File: src/logic/bpa_pkg.sv
// package for the bidirectional port with analog select: register map and carriers
package bpa_pkg;
  localparam int BPA_WIDTH = 8;
  localparam int BPA_ADDR_W = 4;
  // register indices (byte address = index, plain port)
  localparam logic [3:0] BPA_ADDR_PIN_LEVEL = 4'h0;
  localparam logic [3:0] BPA_ADDR_OUTPUT_LATCH = 4'h1;
  localparam logic [3:0] BPA_ADDR_DIRECTION = 4'h2;
  localparam logic [3:0] BPA_ADDR_ANALOG_SELECT = 4'h3;
  localparam logic [3:0] BPA_ADDR_PIN_SELECT = 4'h4;
  // reset values: all inputs, analog selected
  localparam logic [7:0] BPA_RST_DIRECTION = 8'hff;
  localparam logic [7:0] BPA_RST_LATCH = 8'h00;
  // analog select exists on pins 7..2 only
  localparam logic [7:0] BPA_ANSEL_MASK = 8'hfc;
  localparam logic [7:0] BPA_RST_ANSEL = 8'hfc;
  // pin select fields
  localparam int BPA_SEL_PWM2B = 0;
  localparam int BPA_SEL_CC2 = 1;
  localparam int BPA_SEL_CC3 = 2;
  localparam int BPA_SEL_T3CLK = 3;
  localparam logic [7:0] BPA_SEL_MASK = 8'h0f;
  localparam logic [7:0] BPA_RST_SEL = 8'h0f;
  // pin positions of shared functions
  localparam int BPA_PIN_PWM2B = 0;
  localparam int BPA_PIN_T3CLK = 0;
  localparam int BPA_PIN_CC2 = 1;
  localparam int BPA_PIN_SCLK = 6;
  localparam int BPA_PIN_CC3 = 6;
  localparam int BPA_PIN_RX = 7;

  // one peripheral output request
  typedef struct packed {
    logic en;
    logic val;
  } bpa_drive_t;

  // register write request
  typedef struct packed {
    logic [3:0] addr;
    logic [7:0] data;
  } bpa_wr_t;
endpackage

File: src/logic/bpa_port.sv
// eight-pin bidirectional port with direction, latch, analog select and pin muxing
`timescale 1ns/100ps
module bpa_port
  import bpa_pkg::*;
#(
  parameter int WIDTH = BPA_WIDTH
) (
  // clock and reset
  input wire logic sys_clk_i,
  input wire logic reset_i,
  // register port
  input wire logic [3:0] reg_addr_i,
  input wire logic [7:0] reg_wdata_i,
  input wire logic reg_wr_i,
  input wire logic reg_rd_i,
  output logic [7:0] reg_rdata_o,
  // pins
  input wire logic [7:0] pin_i,
  output logic [7:0] pin_o,
  output logic [7:0] pin_oe_o,
  // peripheral outputs, highest priority first per pin
  input wire bpa_drive_t sclk_drive_i,
  input wire bpa_drive_t cc3_drive_i,
  input wire bpa_drive_t cc2_drive_i,
  input wire bpa_drive_t pwm2b_drive_i,
  // peripheral inputs, synchronised
  output logic sync_serial_clock_o,
  output logic async_receive_in_o,
  output logic timer3_clock_o,
  output logic cc2_capture_o,
  output logic cc3_capture_o,
  // alternate pin targets of remapped functions
  output bpa_drive_t pwm2b_alt_o,
  output bpa_drive_t cc2_alt_o,
  output bpa_drive_t cc3_alt_o,
  output logic pin_select_o
);

  // ==========================================================
  // registers
  logic [7:0] direction_c;
  logic [7:0] output_latch_c;
  logic [7:0] analog_select_c;
  // pin choice of remappable functions, a set bit picks the default pin
  logic [7:0] pin_sel;
  // three-stage chain, only stage two ever reads stage one
  logic [7:0] sync1;
  logic [7:0] sync2;
  logic [7:0] sync3;
  // synchronised pin levels, updated only when stages two and three agree
  logic [7:0] pin_level_c;
  // digital view of the pins, analog pins read as zero
  logic [7:0] digital_in;
  // next values of the registered outputs
  logic [7:0] next_pin_o;
  logic [7:0] next_pin_oe;
  logic [7:0] next_rdata;

  // one function decides per pin whether it is a digital input
  function automatic logic [7:0] bpa_digital_in(input logic [7:0] lvl, input logic [7:0] ans);
    bpa_digital_in = lvl & ~ans;
  endfunction

  // a new direction reaches the pin drivers one edge after the write
  always_ff @(posedge sys_clk_i) begin
    if (reset_i) begin
      direction_c <= BPA_RST_DIRECTION;
    end else if (reg_wr_i && reg_addr_i == BPA_ADDR_DIRECTION) begin
      direction_c <= reg_wdata_i;
    end
  end

  // both latch and pin addresses write the latch so pin writes never hit pins directly
  // a read of the latch therefore always returns what software last wrote
  always_ff @(posedge sys_clk_i) begin
    if (reset_i) begin
      output_latch_c <= BPA_RST_LATCH;
    end else if (reg_wr_i && (reg_addr_i == BPA_ADDR_OUTPUT_LATCH ||
                              reg_addr_i == BPA_ADDR_PIN_LEVEL)) begin
      output_latch_c <= reg_wdata_i;
    end
  end

  // pins 1 and 0 have no analog path, so their select bits stay zero
  always_ff @(posedge sys_clk_i) begin
    if (reset_i) begin
      analog_select_c <= BPA_RST_ANSEL;
    end else if (reg_wr_i && reg_addr_i == BPA_ADDR_ANALOG_SELECT) begin
      analog_select_c <= reg_wdata_i & BPA_ANSEL_MASK;
    end
  end

  // select bits stand in for configuration fuses, so software may rewrite them
  // they come out of reset on the default pins
  always_ff @(posedge sys_clk_i) begin
    if (reset_i) begin
      pin_sel <= BPA_RST_SEL;
    end else if (reg_wr_i && reg_addr_i == BPA_ADDR_PIN_SELECT) begin
      pin_sel <= reg_wdata_i & BPA_SEL_MASK;
    end
  end

  // ==========================================================
  // input synchroniser
  always_ff @(posedge sys_clk_i) begin
    if (reset_i) begin
      sync1 <= 8'h00;
      sync2 <= 8'h00;
      sync3 <= 8'h00;
    end else begin
      sync1 <= pin_i;
      sync2 <= sync1;
      sync3 <= sync2;
    end
  end

  // change counts once stages two and three agree, a one-cycle glitch is dropped
  always_ff @(posedge sys_clk_i) begin
    if (reset_i) begin
      pin_level_c <= 8'h00;
    end else begin
      for (int i = 0; i < WIDTH; i++) begin
        if (sync2[i] == sync3[i]) begin
          pin_level_c[i] <= sync3[i];
        end
      end
    end
  end

  // ==========================================================
  // output enable follows direction only, peripherals never switch a driver on
  always_comb begin
    next_pin_oe = ~direction_c;
  end

  // output mux, priority per pin; a peripheral only wins while its pin is an output
  always_comb begin
    next_pin_o = output_latch_c;
    // serial clock outranks compare three on their shared pin
    if (sclk_drive_i.en && !direction_c[BPA_PIN_SCLK]) begin
      next_pin_o[BPA_PIN_SCLK] = sclk_drive_i.val;
    end else if (cc3_drive_i.en && pin_sel[BPA_SEL_CC3] && !direction_c[BPA_PIN_CC3]) begin
      next_pin_o[BPA_PIN_CC3] = cc3_drive_i.val;
    end
    // compare two and pwm b each own their pin alone, so no ranking is needed
    if (cc2_drive_i.en && pin_sel[BPA_SEL_CC2] && !direction_c[BPA_PIN_CC2]) begin
      next_pin_o[BPA_PIN_CC2] = cc2_drive_i.val;
    end
    if (pwm2b_drive_i.en && pin_sel[BPA_SEL_PWM2B] && !direction_c[BPA_PIN_PWM2B]) begin
      next_pin_o[BPA_PIN_PWM2B] = pwm2b_drive_i.val;
    end
  end

  always_ff @(posedge sys_clk_i) begin
    if (reset_i) begin
      pin_o <= 8'h00;
    end else begin
      pin_o <= next_pin_o;
    end
  end

  // drivers stay off through reset so nothing fights the board before software decides
  always_ff @(posedge sys_clk_i) begin
    if (reset_i) begin
      pin_oe_o <= 8'h00;
    end else begin
      pin_oe_o <= next_pin_oe;
    end
  end

  // ==========================================================
  // peripheral inputs and alternate routes
  assign digital_in = bpa_digital_in(pin_level_c, analog_select_c);

  // clock input only in input direction, so the port never hears its own drive
  always_ff @(posedge sys_clk_i) begin
    if (reset_i) begin
      sync_serial_clock_o <= 1'b0;
    end else begin
      sync_serial_clock_o <= direction_c[BPA_PIN_SCLK] & digital_in[BPA_PIN_SCLK];
    end
  end

  // receive is only seen once software makes the pin a digital input
  always_ff @(posedge sys_clk_i) begin
    if (reset_i) begin
      async_receive_in_o <= 1'b0;
    end else begin
      async_receive_in_o <= direction_c[BPA_PIN_RX] & digital_in[BPA_PIN_RX];
    end
  end

  // timer clock is held low while the function sits on its alternate pin
  always_ff @(posedge sys_clk_i) begin
    if (reset_i) begin
      timer3_clock_o <= 1'b0;
    end else begin
      timer3_clock_o <= pin_sel[BPA_SEL_T3CLK] & digital_in[BPA_PIN_T3CLK];
    end
  end

  // capture inputs follow the same pin choice as the compare outputs
  always_ff @(posedge sys_clk_i) begin
    if (reset_i) begin
      cc2_capture_o <= 1'b0;
    end else begin
      cc2_capture_o <= pin_sel[BPA_SEL_CC2] & digital_in[BPA_PIN_CC2];
    end
  end

  // capture three shares its pin with the serial clock input
  always_ff @(posedge sys_clk_i) begin
    if (reset_i) begin
      cc3_capture_o <= 1'b0;
    end else begin
      cc3_capture_o <= pin_sel[BPA_SEL_CC3] & digital_in[BPA_PIN_CC3];
    end
  end

  // alternate pins live outside this port, so the request is passed on registered
  // only the enable is gated; the value rides along unchanged
  always_ff @(posedge sys_clk_i) begin
    if (reset_i) begin
      pwm2b_alt_o <= '0;
    end else begin
      pwm2b_alt_o.en <= pwm2b_drive_i.en & ~pin_sel[BPA_SEL_PWM2B];
      pwm2b_alt_o.val <= pwm2b_drive_i.val;
    end
  end

  always_ff @(posedge sys_clk_i) begin
    if (reset_i) begin
      cc2_alt_o <= '0;
    end else begin
      cc2_alt_o.en <= cc2_drive_i.en & ~pin_sel[BPA_SEL_CC2];
      cc2_alt_o.val <= cc2_drive_i.val;
    end
  end

  always_ff @(posedge sys_clk_i) begin
    if (reset_i) begin
      cc3_alt_o <= '0;
    end else begin
      cc3_alt_o.en <= cc3_drive_i.en & ~pin_sel[BPA_SEL_CC3];
      cc3_alt_o.val <= cc3_drive_i.val;
    end
  end

  // tells the timer which pin carries its clock
  always_ff @(posedge sys_clk_i) begin
    if (reset_i) begin
      pin_select_o <= 1'b0;
    end else begin
      pin_select_o <= ~pin_sel[BPA_SEL_T3CLK];
    end
  end

  // ==========================================================
  // read path
  // decode on the raw address; the flop below holds the answer for one cycle
  always_comb begin
    case (reg_addr_i)
      BPA_ADDR_PIN_LEVEL: next_rdata = bpa_digital_in(pin_level_c, analog_select_c);
      BPA_ADDR_OUTPUT_LATCH: next_rdata = output_latch_c;
      BPA_ADDR_DIRECTION: next_rdata = direction_c;
      BPA_ADDR_ANALOG_SELECT: next_rdata = analog_select_c;
      BPA_ADDR_PIN_SELECT: next_rdata = pin_sel;
      default: next_rdata = 8'h00;
    endcase
  end

  // data are zero outside the answer cycle, so several slaves can be or-ed together
  // the cost is one extra flop stage of read latency
  always_ff @(posedge sys_clk_i) begin
    if (reset_i) begin
      reg_rdata_o <= 8'h00;
    end else if (reg_rd_i) begin
      reg_rdata_o <= next_rdata;
    end else begin
      reg_rdata_o <= 8'h00;
    end
  end

endmodule

File: config.mk
export PLATFORM = sky130hd
export DESIGN_NAME = bpa_port
export DESIGN_NICKNAME = d
export VERILOG_FILES = /design/src/logic/bpa_pkg.sv /design/src/logic/bpa_port.sv
export SDC_FILE = /design/constraint.sdc
export NUM_CORES = 1
export LEC_CHECK = 0
export ABC_AREA = 1
export BUFFER_PORTS_ARGS = -buffer_cell sky130_fd_sc_hd__buf_4
export CAP_MARGIN = 40
export CORE_MARGIN = 10
export CORE_UTILIZATION = 53
export DETAILED_ROUTE_END_ITERATION = 8
export PLACE_DENSITY = 0.8
export SYNTH_ARGS = -nofsm -noshare
export SYNTH_HDL_FRONTEND = slang
export SYNTH_SLANG_ARGS = --single-unit
File: constraint.sdc
create_clock -name sys_clk_i -period 1.09 [get_ports sys_clk_i]
set_input_delay 0 -clock sys_clk_i [delete_from_list [all_inputs] [get_ports sys_clk_i]]
set_output_delay 0 -clock sys_clk_i [all_outputs]
set_load 0.02 [all_outputs]
* Word level (Yosys, flattened, before mapping)
Index checks and enable logic that the tools add are counted.
** Operators by class
- $add $sub $neg :: 0
- $mul :: 0
- Divide/modulo/power cells :: 0
- $lt $le $gt $ge :: 0
- Equal/unequal tests :: 12
- Shift-type cells :: 0
- Muxes and demuxes :: 5
- Bitwise operators :: 16
- Reductions and logical operators :: 17
** Operators with widths (count)
- one-hot mux 8 bit (5 select lines) :: 1
- NOT 8 bit :: 2
- logical AND 1 bit :: 11
- bitwise AND 1 bit :: 8
- bitwise AND 8 bit :: 1
- == test 1 bit :: 8
- == test 4 x 2 -> 1 bit (second input constant) :: 2
- NOT 1 bit :: 5
- == test 4 x 1 -> 1 bit (second input constant) :: 1
- == test 4 x 3 -> 1 bit (second input constant) :: 1
- logical NOT 4 bit :: 1
- two-way mux 1 bit :: 4
- logical NOT 1 bit :: 3
- OR reduction 2 bit :: 1
- logical OR 1 bit :: 1
** Word-level totals
- Register bits :: 94
- Latch bits :: 0
- Memory bits (writable) :: 0
- ROM bits :: 0
- Input bits :: 32
- Output and inout port bits :: 36
- Logic and storage cells :: 80
- Memories :: 0

* Longest topological paths before layout
- Word-level depth :: 4
- Mapped depth :: 7
- Mapped depth without buffers :: 7

* Worst setup path after synthesis
OpenSTA, ideal clock, no wires.
- Path type :: register to register
- Start :: register direction_c[6]
- End :: register pin_o[6]
- Library setup time :: 0.109 ns
- Arrival :: 0.704 ns
- Required time :: 0.981 ns
- Slack :: 0.277 ns
- Cell stages (with the launch flop) :: 7
- Path buffers :: 0
- Period minus slack after synthesis :: 0.813 ns
- Cell sequence :: dfxtp_1 -> inv_1 -> nand2_1 -> o21ai_0 -> inv_1 -> nand2_1 -> inv_1
** On the way
- Word-level cells in the longest chain between the ends :: 4
- Elaborated cells on any way between the ends :: 5
- Those cells by class :: mux (2); reduce/logical (3)
** Ends and longest elaborated chain
- start: declaration :: RTL line bpa_port.sv:41 : logic [7:0] direction_c;
- start signal: assignment :: RTL line bpa_port.sv:69 : direction_c <= reg_wdata_i;
- logical NOT 1 bit (*) :: RTL line bpa_port.sv:140, bpa_port.sv:142
- logical AND 1 bit :: RTL line bpa_port.sv:142 : end else if (cc3_drive_i.en && pin_sel[BPA_SEL_CC3] && !direction_c[BPA_PIN_CC3]) begin
- two-way mux 1 bit :: RTL line bpa_port.sv:142
- two-way mux 1 bit (*) :: RTL line bpa_port.sv:140 : if (sclk_drive_i.en && !direction_c[BPA_PIN_SCLK]) begin
- end signal: assignment :: RTL line bpa_port.sv:158 : pin_o <= next_pin_o;
- end: declaration :: RTL line bpa_port.sv:19 : output logic [7:0] pin_o,
Mark *: on every way between the ends. The rest lies on a longest branch, timed or not.
A chain may end at the register's enable or synchronous reset.

* Final worst setup path
- Start :: register pin_sel[0]
- End :: register pin_o[0]
** On the way
- Word-level cells in the longest chain between the ends :: 3
** Ends and longest elaborated chain
- start: declaration :: RTL line bpa_port.sv:45 : logic [7:0] pin_sel;
- start signal: assignment :: RTL line bpa_port.sv:99 : pin_sel <= reg_wdata_i & BPA_SEL_MASK;
- logical AND 1 bit (2 in a row) :: RTL line bpa_port.sv:149 : if (pwm2b_drive_i.en && pin_sel[BPA_SEL_PWM2B] && !direction_c[BPA_PIN_PWM2B]) begin
- two-way mux 1 bit :: RTL line bpa_port.sv:149
No other way between the ends.

==> results_dict.tcl <==
set metrics [dict create \
    synth_fp_nets 433 \
    share_of_the_yosys_chip_area_belonging_to_registers 0.578 \
    tns_ns 0 \
    design.die.area_um2 9680 \
    whs_ns 0.0543 \
    grt_usage 0.170 \
    irDropWorstVdd_mv 1.02 \
    root_buffer "sky130_fd_sc_hd__clkbuf_8" \
    fp.dieW_um 98.4 \
    clock-sinks 94 \
    synthesis.yosys.warnings 0 \
    postRouteWirelength_um 8330 \
    mostFrequentLayoutCells "sky130_fd_sc_hd__dfxtp_1, sky130_fd_sc_hd__nor2_1, sky130_fd_sc_hd__buf_4" \
    numPlacedInstances 542 \
    crit_path_end_kind "flop" \
    worst-endpoint-arrival_ns 1.31 \
    tritoncts "done" \
    worst_hold_path_type "input port to flop" \
    grt_remaining_overflow 0 \
    power_per_cell_area_nw_per_um2 1540 \
    drtIter0Drc 345 \
    area_growth_syn_to_layout_pct 34.8 \
    drt_drc_violations_left 0 \
    crit_required_ns 1.37 \
    clockBufferDepth 2 \
    final_common_cell "sky130_fd_sc_hd__dfxtp_1" \
    grt_first_pass_wirelength_um 13600 \
    area_of_combinational_cells_with_multiple_inputs_um2 1080 \
    drive_above_1_share 0.200 \
    netlist_instances 401 \
    clock_skew_ns 0.0120 \
    via_count 2904 \
    peak_clock_frequency_supported_by_timing_mhz 976 \
    cts-buffers-inserted 9 \
    detailed_place_hpwl_um 5720 \
    clock_latency_ns 0.36 \
    drt-wirelength-per-cell_um 14.2 \
    crit_fanout 4 \
    post-route-min-period_ns 1.02 \
    timing.critical_path.from_type "flop" \
    tightest_slew_ns 0.375 \
    finalMaxSlewViolations 0 \
    timing.max_cap.violations 0 \
    outcome "complete, no violations" \
    ctsHtreeMaxLevel 3 \
    vias_per_cell 4.96 \
    filler_cells 470 \
    synthesis.area_um2 3260 \
    layout.cells.non_filler 586 \
    floorplan.initialDensity 0.547 \
    std_cell_rows 28 \
    setup_viol_count_final 0 \
    leakage_nw 2.05 \
    register_area_um2 1880 \
    pin_count 68 \
    initial_antenna_violation_count 1 \
    timing.max_slew.rel_slack 0.750 \
    synth_cell_types 20 \
    drtAntennaViolNets 0 \
    synthesis.area_per_instance_um2 8.12 \
    vias_in_the_first_global_route 2759 \
    globalplace.congestion 0.893 \
    net_count_reported_at_finish 537 \
    io_buf_count 67 \
    clkSlewWorstSetupHoldPaths_ns 0.09 \
    maximum_number_of_pins_on_one_net_before_global_route_repair 40 \
    finalCritPeriodShare 0.940 \
    coreArea_um2 5960 \
    post_cts_resized 0 \
    chipHeight_um 98.4 \
    dr.pass1.iters 6 \
    finalHoldViolations 0 \
    ys_seq_elements 94 \
    timing_worst_setup_path_type "flop to flop" \
    grt_setup_unrepaired "no" \
]
[Yosys cell counts, drive strengths merged]
master	count	share of area
o211ai	6	0.014
nor2	88	0.11
buf	7	0.017
a21oi	16	0.025
nand3	50	0.081
nor3	2	0.0031
dfxtp	94	0.58
clkinv	1	0.0012
inv	57	0.066
clkbuf	7	0.0081
o21ai	13	0.020
nand2	53	0.064
a211oi	6	0.014
nor4	1	0.0019
[path summary, 6_finish.rpt]
kind | start | end | slack (ns) | cells past startpoint
setup / recovery | pin_sel[0]$_SDFFE_PP1P_ | pin_o[0]$_SDFF_PP0_ | 0.07 | 4
hold / removal | reg_addr_i[2] | output_latch_c[7]$_SDFFE_PP0P_ | 0.05 | 4
setup reg to reg | pin_sel[0]$_SDFFE_PP1P_ | pin_o[0]$_SDFF_PP0_ | 0.07 | 4
hold reg to reg | sync1[5]$_SDFF_PP0_ | sync2[5]$_SDFF_PP0_ | 0.41 | 2
[cell families after synthesis]
| logic type | after synthesis | synth area share |
|---|---|---|
| buf+inv | 72 | 0.0915 |
| flops | 94 | 0.578 |
| compound gates | 41 | 0.0723 |
| simple gates | 194 | 0.258 |
[report_power, final]
group / total (mW) / internal (mW) / switching (mW)
Combinational: 0.567 / 0.265 / 0.302
Sequential: 3.56 / 3.52 / 0.0398
Clock: 2.63 / 1.43 / 1.20
[flip-flops by register name, summed over array words and instances (netlist names)]
name	flops
async_receive_in_o	1
sync2	8
sync3	8
pin_select_o	1
sync_serial_clock_o	1
pin_level_c	8
cc3_alt_o	2
timer3_clock_o	1
output_latch_c	8
direction_c	8
cc2_capture_o	1
analog_select_c	6
cc2_alt_o	2
sync1	8
pin_sel	4
cc3_capture_o	1
reg_rdata_o	8
pin_oe_o	8
pin_o	8
pwm2b_alt_o	2
[worst max-delay path, stage by stage (launching register included)]
cell and delay, ns:
sky130_fd_sc_hd__dfxtp_1 0.41, sky130_fd_sc_hd__nand2_1 0.07, sky130_fd_sc_hd__nor2_1 0.16, sky130_fd_sc_hd__o21ai_0 0.14, sky130_fd_sc_hd__a21oi_1 0.17
[timing repair]
item / 4_1_cts / 5_1_grt
hold buffers: 27 / 0
hold endpoints to repair: 44 / 0
setup buffers: 0 / 0
[stage by stage]
stage	cell area (um^2)	utilization	setup slack, ns	power, mW
3_3_place_gp	3880	0.652	0.142	4.10
4_1_cts	4390	0.736	0.129	6.78
6_report	4390	0.737	0.0654	6.75
3_5_place_dp	3880	0.652	0.111	4.11
2_1_floorplan	3260	-	0.277	3.88
5_1_grt	4390	0.737	0.0109	6.98
[layout make-up]
cell class	instances	share of cell area
diodes	1	0.000570
flip-flops and latches	94	0.429
well taps	75	0.0214
clock inverters	4	0.0177
multi-input cells	235	0.245
inverters	58	0.0496
repair buffers	107	0.201
clock buffers	12	0.0354
[routing by layer]
metal | vias up | share of wire | global-route usage | routed length (um)
li1 | 1463 | - | - | -
met1 | 1311 | 0.43 | 0.211 | 3570
met2 | 116 | 0.48 | 0.268 | 3960
met3 | 14 | 0.073 | 0.0458 | 610
met4 | 0 | 0.022 | 0.0805 | 187
met5 | - | 0 | 0 | 0
Power figures use the tool's default switching activity.
